`config.mk`:
```
export PLATFORM = sky130hd
export DESIGN_NAME = drive_status_word_packer
export DESIGN_NICKNAME = d
export VERILOG_FILES = /design/src/rtl/drive_status_pkg.sv /design/src/rtl/drive_status_word_packer.sv
export SDC_FILE = /design/constraint.sdc
export NUM_CORES = 1
export LEC_CHECK = 0
export ABC_AREA = 1
export BUFFER_PORTS_ARGS = -buffer_cell sky130_fd_sc_hd__buf_2
export CAP_MARGIN = 20
export CORE_MARGIN = 2
export CORE_UTILIZATION = 49
export CTS_BUF_LIST = sky130_fd_sc_hd__clkbuf_8
export CTS_CLUSTER_DIAMETER = 60
export DETAILED_ROUTE_END_ITERATION = 10
export PLACE_DENSITY = 0.86
export SETUP_SLACK_MARGIN = 0.1
export SYNTH_ARGS = -nofsm -noshare
export SYNTH_HDL_FRONTEND = slang
export SYNTH_SLANG_ARGS = --single-unit
```
`constraint.sdc`:
```
create_clock -name clk_sys -period 1.6 [get_ports clk_sys]
set_clock_uncertainty 0.05 [all_clocks]
set_input_delay 0.24 -clock clk_sys [delete_from_list [all_inputs] [get_ports clk_sys]]
set_output_delay 0.24 -clock clk_sys [all_outputs]
set_load 0.03 [all_outputs]
```
`src/rtl/drive_status_pkg.sv`:
```
// package: drive status word layout, register map and condition carrier
package drive_status_pkg;

  // ==========================================================
  // register map (word offsets on the plain register port)
  localparam int ADDR_W = 4;
  localparam logic [3:0] OFS_STATUS_LOW = 4'h0;
  localparam logic [3:0] OFS_STATUS_HIGH = 4'h1;
  localparam logic [3:0] OFS_CONTROL = 4'h2;
  localparam logic [3:0] OFS_SNAP_HIGH = 4'h3;

  localparam int DATA_W = 16;
  localparam int WORD_W = 32;

  // ==========================================================
  // reset values
  localparam logic [31:0] STATUS_RESET = 32'h0000_0000;
  localparam logic [15:0] HALF_RESET = 16'h0000;
  localparam logic [15:0] CONTROL_RESET = 16'h0000;
  localparam logic [15:0] READ_IDLE = 16'h0000;

  // ==========================================================
  // control register field
  localparam int CTL_START_BLOCK_REQ = 0;

  // ==========================================================
  // status word bit positions
  localparam int BIT_READY = 0;
  localparam int BIT_RUN_ENABLED = 1;
  localparam int BIT_START_SEEN = 2;
  localparam int BIT_ZERO_SPEED = 4;
  localparam int BIT_TARGET_REACHED = 7;
  localparam int BIT_LIMITING = 8;
  localparam int BIT_WATCHED_OUT = 9;
  localparam int BIT_REVERSE_REF = 10;
  localparam int BIT_REVERSE_RUN = 11;
  localparam int BIT_PANEL_LOCAL = 12;
  localparam int BIT_FIELDBUS_LOCAL = 13;
  localparam int BIT_SECOND_PLACE = 14;
  localparam int BIT_FAULT = 15;
  localparam int BIT_ALARM = 16;
  localparam int BIT_MAINTENANCE = 17;
  localparam int BIT_DIR_LOCKED = 18;
  localparam int BIT_LOCAL_LOCKED = 19;
  localparam int BIT_CONTROL_METHOD = 20;
  localparam int BIT_PREHEATING = 22;
  localparam int BIT_CMD_WANTED = 26;
  localparam int BIT_REF1_WANTED = 27;
  localparam int BIT_REF2_WANTED = 28;
  localparam int BIT_PROC_REF_WANTED = 29;
  localparam int BIT_START_BLOCK_ACK = 30;

  // ==========================================================
  // condition flags from the control core
  typedef struct packed {
    logic readyForStart;
    logic runPermission;
    logic startReceived;
    logic atZeroSpeed;
    logic targetReachedFlag;
    logic limitActive;
    logic watchedValueOutOfRange;
    logic reverseReference;
    logic reverseRunningFlag;
    logic panelLocal;
    logic fieldbusLocal;
    logic secondExternalPlaceActive;
    logic faultState;
    logic alarmActive;
    logic maintenancePendingFlag;
    logic directionChangeLocked;
    logic localControlLocked;
    logic preheatingActiveFlag;
    logic commandWordWanted;
    logic firstReferenceWanted;
    logic secondReferenceWanted;
    logic processReferenceWanted;
    logic startBlockApplied;
  } drive_cond_t;

  // register port request
  typedef struct packed {
    logic [ADDR_W-1:0] addr;
    logic [DATA_W-1:0] wrData;
    logic wrStb;
    logic rdStb;
  } reg_req_t;

endpackage : drive_status_pkg

```
`src/rtl/drive_status_word_packer.sv`:
```
// module: packs drive conditions into the two-half status word
`timescale 1ns/1ns
module drive_status_word_packer
  import drive_status_pkg::*;
(
  // clock and reset
  input wire logic clk_sys,
  input wire logic srst,
  // conditions from the control core
  input drive_cond_t cond,
  // register port
  input reg_req_t regReq,
  output logic [DATA_W-1:0] rdData,
  // status word and start-block request toward the core
  output logic [WORD_W-1:0] statusWord,
  output logic startBlockRequest
);

  // ==========================================================
  // state
  logic [WORD_W-1:0] statusWord_r;
  logic [WORD_W-1:0] statusWord_nxt;
  logic [DATA_W-1:0] control_r;
  logic [DATA_W-1:0] snapHigh_r;
  logic [DATA_W-1:0] rdData_r;
  logic [DATA_W-1:0] rdData_nxt;

  // ==========================================================
  // status word assembly
  always_comb begin
    statusWord_nxt = STATUS_RESET;
    statusWord_nxt[BIT_READY] = cond.readyForStart;
    statusWord_nxt[BIT_RUN_ENABLED] = cond.runPermission;
    statusWord_nxt[BIT_START_SEEN] = cond.startReceived;
    statusWord_nxt[BIT_ZERO_SPEED] = cond.atZeroSpeed;
    statusWord_nxt[BIT_TARGET_REACHED] = cond.targetReachedFlag;
    statusWord_nxt[BIT_LIMITING] = cond.limitActive;
    statusWord_nxt[BIT_WATCHED_OUT] = cond.watchedValueOutOfRange;
    statusWord_nxt[BIT_REVERSE_REF] = cond.reverseReference;
    statusWord_nxt[BIT_REVERSE_RUN] = cond.reverseRunningFlag;
    statusWord_nxt[BIT_PANEL_LOCAL] = cond.panelLocal;
    statusWord_nxt[BIT_FIELDBUS_LOCAL] = cond.fieldbusLocal;
    statusWord_nxt[BIT_SECOND_PLACE] = cond.secondExternalPlaceActive;
    statusWord_nxt[BIT_FAULT] = cond.faultState;
    statusWord_nxt[BIT_ALARM] = cond.alarmActive;
    statusWord_nxt[BIT_MAINTENANCE] = cond.maintenancePendingFlag;
    statusWord_nxt[BIT_DIR_LOCKED] = cond.directionChangeLocked;
    statusWord_nxt[BIT_LOCAL_LOCKED] = cond.localControlLocked;
    // only scalar control exists here, so the method flag stays low
    statusWord_nxt[BIT_CONTROL_METHOD] = 1'b0;
    statusWord_nxt[BIT_PREHEATING] = cond.preheatingActiveFlag;
    statusWord_nxt[BIT_CMD_WANTED] = cond.commandWordWanted;
    statusWord_nxt[BIT_REF1_WANTED] = cond.firstReferenceWanted;
    statusWord_nxt[BIT_REF2_WANTED] = cond.secondReferenceWanted;
    statusWord_nxt[BIT_PROC_REF_WANTED] = cond.processReferenceWanted;
    // acknowledge only an inhibit that the master asked for and the core applies
    statusWord_nxt[BIT_START_BLOCK_ACK] =
      control_r[CTL_START_BLOCK_REQ] & cond.startBlockApplied;
  end

  always_ff @(posedge clk_sys) begin
    if (srst) begin
      statusWord_r <= STATUS_RESET;
    end else begin
      statusWord_r <= statusWord_nxt;
    end
  end

  // ==========================================================
  // control register: start-block request bit 0 copy from the master
  always_ff @(posedge clk_sys) begin
    if (srst) begin
      control_r <= CONTROL_RESET;
    end else if (regReq.wrStb && regReq.addr == OFS_CONTROL) begin
      control_r <= HALF_RESET;
      control_r[CTL_START_BLOCK_REQ] <= regReq.wrData[CTL_START_BLOCK_REQ];
    end
  end

  // ==========================================================
  // coherent pair: a low-half read freezes the high half so that
  // a following snapshot read matches; live reads stay available
  always_ff @(posedge clk_sys) begin
    if (srst) begin
      snapHigh_r <= HALF_RESET;
    end else if (regReq.rdStb && regReq.addr == OFS_STATUS_LOW) begin
      snapHigh_r <= statusWord_r[WORD_W-1:DATA_W];
    end
  end

  // ==========================================================
  // read mux; status halves ignore writes
  always_comb begin
    rdData_nxt = READ_IDLE;
    if (regReq.rdStb) begin
      case (regReq.addr)
        OFS_STATUS_LOW: rdData_nxt = statusWord_r[DATA_W-1:0];
        OFS_STATUS_HIGH: rdData_nxt = statusWord_r[WORD_W-1:DATA_W];
        OFS_CONTROL: rdData_nxt = control_r;
        OFS_SNAP_HIGH: rdData_nxt = snapHigh_r;
        default: rdData_nxt = READ_IDLE;
      endcase
    end
  end

  // read data stand only in the cycle after the strobe
  always_ff @(posedge clk_sys) begin
    if (srst) begin
      rdData_r <= READ_IDLE;
    end else begin
      rdData_r <= rdData_nxt;
    end
  end

  assign rdData = rdData_r;
  assign statusWord = statusWord_r;
  assign startBlockRequest = control_r[CTL_START_BLOCK_REQ];

endmodule : drive_status_word_packer

```
==> run summary, run 1 <==
Achievable Freq -> 825 MHz
Multi-input logic area -> 621 um^2
Critical path endpoint category -> output port
Worst EP required -> 1.31 ns
Critical Path AT -> 0.92 ns
Commonest non-fill, non-tap cell in the layout -> buf_2
Clock input transition at the sequential cells of the worst setup and hold paths -> 0.08 ns
CTS tree -> yes
First-pass DRT Iterations -> 4
First-pass GRT wire length -> 6350 um
Seq. cell area -> 981 um^2
Later-pin clock latency in the skew report -> 0.30 ns
Critical R2R Capture -> rdData[0]
DP HPWL -> 2650 um
Launch point of the worst path -> control_r[0]
Initial antenna violation count -> 0
Min Tclk post-route -> 1.21 ns
H-tree levels -> 2
Total track usage -> 19.8%
Slew Viols, Final -> 0
Hold_buf cts -> 0
Filler cells -> 332
Die area -> 4190 um^2
Sequential fraction of the synthesis area -> 54.3%
Final ANT Viol Nets -> 0
Startpoint types -> flip-flop
WL final -> 3820 um
Worst Hold Launch -> cond[4]
PortBufs -> 70
# nets final -> 342
Root buf cell -> clkbuf_8
Synthesized flop and latch total -> 49
Hold Slack -> 0.0848 ns
CP Max Fanout -> 4
Ranking of synthesized cells by area -> dfxtp_1 54%, nand3_1 9.7%, inv_1 7.3%
Reg2Reg Setup Slack -> 0.79 ns
Post-CTS Resized -> 0
GR met3 Demand/Resource -> 5.38%
Layout cells sized above 1 -> 28.8%
GR Overflow Total -> 0
Status -> finished, final reports clean
Met2 Use GR -> 32.9%
Routed vias -> 1590
Cell Rows -> 22
Met1 usage -> 23.3%
Top Ports -> 96
Psw -> 578 uW
CP max stage delay -> 0.40 ns
Mapped Area -> 1810 um^2
Hold depth -> 3
Max Cap Viol -> 0
Clock Sink Count -> 49
Largest net degree at the start of global routing -> 35
Yosys cell types -> 18
Vias in the first global route -> 1435
Yosys top cell area share -> 54.3%
Combinational share of power -> 11.4%
Total power -> 2.36 mW
Post-synth top area cell -> dfxtp_1
Mean area per synthesized cell -> 8.07 um^2
1st-iter DRT viols -> 82
Net Sw Frac -> 24.5%
Setup TNS -> 0 ns
Buffer and inverter count on the worst path -> 1
Final GP Congestion -> 0.752
Worst path cell trace -> buf_2
Clock power share -> 34.8%
Layout area overhead -> 25.8%
Static Leak -> 1.24 nW
Critical Path Slowest Stage Cell -> dfxtp_1
Synth warnings -> 0
DR DRC count -> 0
Final Hold Fails -> 0
Seq pwr share -> 53.9%
Power per Cell Area -> 1040 nW/um^2
GRT busiest layer -> met2
Internal -> 1.78 mW
CTS Buffer Depth -> 2
Unrepaired setup endpoints after global routing -> no
Clock buffer count from CTS -> 5
Starting Density -> 50.1%
Core box area -> 3610 um^2
RR Startpoint -> control_r[0]
Antenna fix cells -> 0
Vias per std cell -> 4.64
Final setup fails -> 0
VDD IR max -> 0.000812 V
Kind of critical path -> reg -> out
Die Width -> 64.7 um
Mapped Cells -> 224
Post-route insts no fill -> 343
Most frequent cells in the layout -> 70 x buf_2, 49 x dfxtp_1, 35 x inv_1, 35 x nand2_1, 35 x nand3_1
Min-Delay Path Class -> in -> reg
CP top delay family -> flip-flops
Setup Fix Bufs, Post-CTS -> 0
Die height -> 64.7 um
DP Cell Count -> 336
Period utilization -> 75.8%
Hold EP -> statusWord[26]
Worst R2R Path Depth -> 4
WL/cell -> 11.1 um
-- synthesized netlist by cell type --
cell and instances:
nor2_1 26, nand3_2 1, buf_2 3, conb_1 1
nor3_1 1, nor2_8 1, dfxtp_1 49, inv_1 35
nor2_4 1, nand2_1 35, nor3b_1 5, nand3_1 35
nor2_2 2, nand4_1 1, a21oi_1 13, nand2_4 1
clkbuf_1 3, buf_4 11
-- sequential cells by signal, summed over array words and instances, names as in the netlist --
register / cells
statusWord: 23
rdData: 15
snapHigh_r: 10
control_r: 1
-- worst register-to-register path, stage by stage (launching register included) --
cell and delay [ns]:
dfxtp_1 0.35, nand3_1 0.09, nand2_1 0.05, nor2_1 0.10, nor2_1 0.06
-- cell type report --
type / count / share of cell area [%]
multi-input combinational: 132 / 27.3
tap: 48 / 2.64
inverter: 35 / 5.78
sequential: 49 / 43.1
clock buffer: 5 / 3.03
timing repair buffer: 72 / 16.6
clock inverter: 2 / 1.54
-- cells by family after synthesis --
kind of cell           share of synthesized area [%]
buffers and inverters                           13.3
and+or+nand+nor                                 28.7
DFF                                             54.3
AOI/OAI and AO/OA                               3.60
other                                          0.207
-- routing by layer --
layer | vias up | wire [um] | share of wire [%]
met5 | - | 0 | 0
met4 | 0 | 60 | 1.6
met3 | 6 | 219 | 5.7
met2 | 58 | 1950 | 51
met1 | 708 | 1590 | 42
li1 | 818 | - | -
-- worst max path at each step --
stage                             end  slack [ns]  cells past startpoint
detailed placement     snapHigh_r[12]        0.28                      7
finish              startBlockRequest        0.39                      1
CTS                 startBlockRequest        0.39                      1
global placement        snapHigh_r[0]        0.30                      5
floorplan              snapHigh_r[10]        0.52                      5
global route        startBlockRequest        0.35                      1
-- per-stage QoR --
step / util [%] / worst slack [ns] / instance area, um^2
floorplan: - / 0.517 / 1840
global placement: 60.2 / 0.303 / 2170
detailed placement: 60.2 / 0.279 / 2170
CTS: 63.1 / 0.386 / 2270
global route: 63.1 / 0.351 / 2270
finish: 63.1 / 0.388 / 2270
-- power groups by stage --
stage / logic [mW] / registers (mW) / clock network, mW
floorplan: 0.129 / 1.36 / 0
global placement: 0.266 / 1.30 / 0
detailed placement: 0.268 / 1.30 / 0
CTS: 0.269 / 1.27 / 0.835
global route: 0.292 / 1.28 / 0.890
finish: 0.268 / 1.27 / 0.821
Power figures use the tool's default switching activity.
==> run 2: changes to the inputs <==
ABC_AREA = 0   (was 1)
CORE_UTILIZATION = 46   (was 49)
PLACE_DENSITY = 0.81   (was 0.86)
clock period = 1.15 ns   (was 1.6 ns; I/O delays follow)
==> run summary, run 2 <==
Period utilization -> 93.4%
Mapped Cells -> 166 (-26%)
Die height -> 67.1 um (+3.6%)
PortBufs -> 70 (unchanged)
DP Cell Count -> 283 (-16%)
Yosys top cell area share -> 53.6% (-0.67 points)
Static Leak -> 1.14 nW (-7.3%)
Status -> finished, final reports clean
Worst EP required -> 1.29 ns (-0.02 ns)
Yosys cell types -> 20 (+2)
Max Cap Viol -> 0 (unchanged)
Cell Rows -> 22 (unchanged)
Mean area per synthesized cell -> 11.0 um^2 (+37%)
Total track usage -> 16.4% (-3.4 points)
Max reg flops -> 23 (unchanged)
Asr flop ratio synth -> 0% (unchanged)
1st-iter DRT viols -> 55 (-33%)
Vias in the first global route -> 1213 (-15%)
Min-Delay Path Class -> in -> reg
Largest net degree at the start of global routing -> 45 (+29%)
VDD IR max -> 0.000938 V (+16%)
Power per Cell Area -> 1310 nW/um^2 (+26%)
Mapped Area -> 1830 um^2 (+1.2%)
# nets final -> 290 (-15%)
First-pass GRT wire length -> 5430 um (-14%)
Clock Sink Count -> 49 (unchanged)
Final GP Congestion -> 0.719 (-4.5%)
Multi-input logic area -> 753 um^2 (+21%)
DP HPWL -> 2580 um (-2.5%)
Seq. cell area -> 1000 um^2 (+2.4%)
Setup TNS -> 0 ns (unchanged)
Core box area -> 3740 um^2 (+3.8%)
GR Overflow Total -> 0 (unchanged)
Net Sw Frac -> 24.4% (-0.067 points)
Startpoint types -> flip-flop
Critical Path AT -> 1.22 ns (+0.30 ns)
Most common library cells after synthesis -> 49 x dfxtp_1, 22 x nor2b_1, 20 x nand2b_1, 19 x mux2i_1, 12 x buf_4
Post-synth EDFFs -> 0 (unchanged)
First-pass DRT Iterations -> 4 (unchanged)
Commonest non-fill, non-tap cell in the layout -> buf_2
Top Ports -> 96 (unchanged)
Most frequent cells in the layout -> 40 x buf_2, 32 x dfxtp_1, 22 x nor2b_1, 20 x nand2b_1, 20 x buf_4
Layout area overhead -> 37.0%
Clock input transition at the sequential cells of the worst setup and hold paths -> 0.08 ns (about the same)
Combinational share of power -> 13.3% (+1.9 points)
Synth warnings -> 0 (unchanged)
CTS tree -> yes
Initial antenna violation count -> 0 (unchanged)
Final Hold Fails -> 0 (unchanged)
CTS Buffer Depth -> 2 (unchanged)
Post-route insts no fill -> 292 (-15%)
Seq pwr share -> 54.2% (+0.3 points)
Clock buffer count from CTS -> 5 (unchanged)
Starting Density -> 48.9% (-1.2 points)
Layout cells sized above 1 -> 45.1% (+16 points)
Root buf cell -> clkbuf_8
Achievable Freq -> 931 MHz
Die area -> 4500 um^2 (+7.3%)
CP Max Fanout -> 3 (-1)
H-tree levels -> 2 (unchanged)
DR DRC count -> 0 (unchanged)
Psw -> 802 uW (+39%)
Min Tclk post-route -> 1.07 ns
Hold Slack -> 0.0311 ns (-0.0537 ns)
Most frequent cell after synthesis -> dfxtp_1
Kind of critical path -> reg -> reg
Die Width -> 67.1 um (+3.6%)
Vias per std cell -> 4.57 (-1.4%)
Hold_buf cts -> 0 (unchanged)
Post-layout util -> 67.0% (+3.9 points)
WL/cell -> 12.6 um (+13%)
WL final -> 3680 um (-3.7%)
Most common flop cell mapped by yosys -> dfxtp_1
Final ANT Viol Nets -> 0 (unchanged)
Unrepaired setup endpoints after global routing -> yes
Final setup fails -> 0 (unchanged)
Total power -> 3.29 mW (+39%)
Clock power share -> 32.5% (-2.3 points)
Critical path endpoint category -> flip-flop
Ranking of synthesized cells by area -> dfxtp_1 54%, mux2i_1 10%, nor2b_1 7.5%
Antenna fix cells -> 0 (unchanged)
Synthesized flop and latch total -> 49 (unchanged)
Later-pin clock latency in the skew report -> 0.29 ns (about the same)
Slew Viols, Final -> 0 (unchanged)
Post-synth top area cell -> dfxtp_1
Routed vias -> 1334 (-16%)
Internal -> 2.48 mW (+39%)
Sequential fraction of the synthesis area -> 53.6% (-0.67 points)
Filler cells -> 302 (-9.0%)
==> run 2: final timing paths <==
kind | from | to | slack (ns) | cells after the start
worst max-delay path | control_r[0] | rdData[0] | 0.08 | 2
worst min-delay path | cond[20] | statusWord[2] | 0.03 | 2
worst max register to register | control_r[0] | rdData[0] | 0.08 | 2
worst min register to register | snapHigh_r[13] | snapHigh_r[13] | 0.43 | 2
==> run 2: repair_timing <==
item / in CTS / in global routing
endpoints found under the hold margin: 0 / 0
setup buffers: 1 / 0
endpoints found under the setup margin: 19 / 29
gates resized for setup: 24 / 43
==> run 2: metrics by stage <==
| step | setup slack (ns) | cell area [um^2] |
|---|---|---|
| floorplan | 0.0455 | 1870 |
| global placement | 0.0000691 | 2250 |
| detailed placement | -0.0115 | 2250 |
| CTS | 0.0790 | 2430 |
| global route | 0.0548 | 2510 |
| finish | 0.0757 | 2510 |
==> run 2: worst max-delay path, cell delays in order (launching register included) <==
cell and delay (ns):
dfxtp_4 0.35, mux4_2 0.43, and2_1 0.14
==> run 2: layer usage <==
| metal | GRT usage, % | up-vias | share of wire [%] | wire [um] |
|---|---|---|---|---|
| li1 | - | 673 | - | - |
| met1 | 19.2 | 611 | 43 | 1560 |
| met2 | 28.2 | 46 | 51 | 1880 |
| met3 | 5.41 | 4 | 5.6 | 205 |
| met4 | 4.59 | 0 | 0.87 | 32 |
| met5 | 0 | - | 0 | 0 |
==> run 2: logic make-up (layout without fill, tap and decap cells) <==
logic type | after synthesis | count (layout) | synth area share, %
AOI/OAI and AO/OA | 9 | 9 | 4.17
buffers and inverters | 20 | 89 | 7.11
muxes | 20 | 20 | 11.6
other | 1 | 10 | 0.205
DFF | 49 | 49 | 53.6
and+or+nand+nor | 67 | 67 | 23.3
==> run 2: final cells by class <==
type / count / share of cell area [%]
timing repair buffer: 81 / 23.5
sequential: 49 / 40.0
clock inverter: 1 / 0.200
multi-input combinational: 106 / 30.0
tap: 48 / 2.39
clock buffer: 7 / 3.84
==> run 2: power by group through the flow <==
stage	Clock, mW	Sequential (mW)	Combinational [mW]
finish	1.07	1.78	0.437
global route	1.18	1.79	0.466
CTS	1.09	1.77	0.422
detailed placement	0	1.81	0.397
global placement	0	1.81	0.391
floorplan	0	1.89	0.193
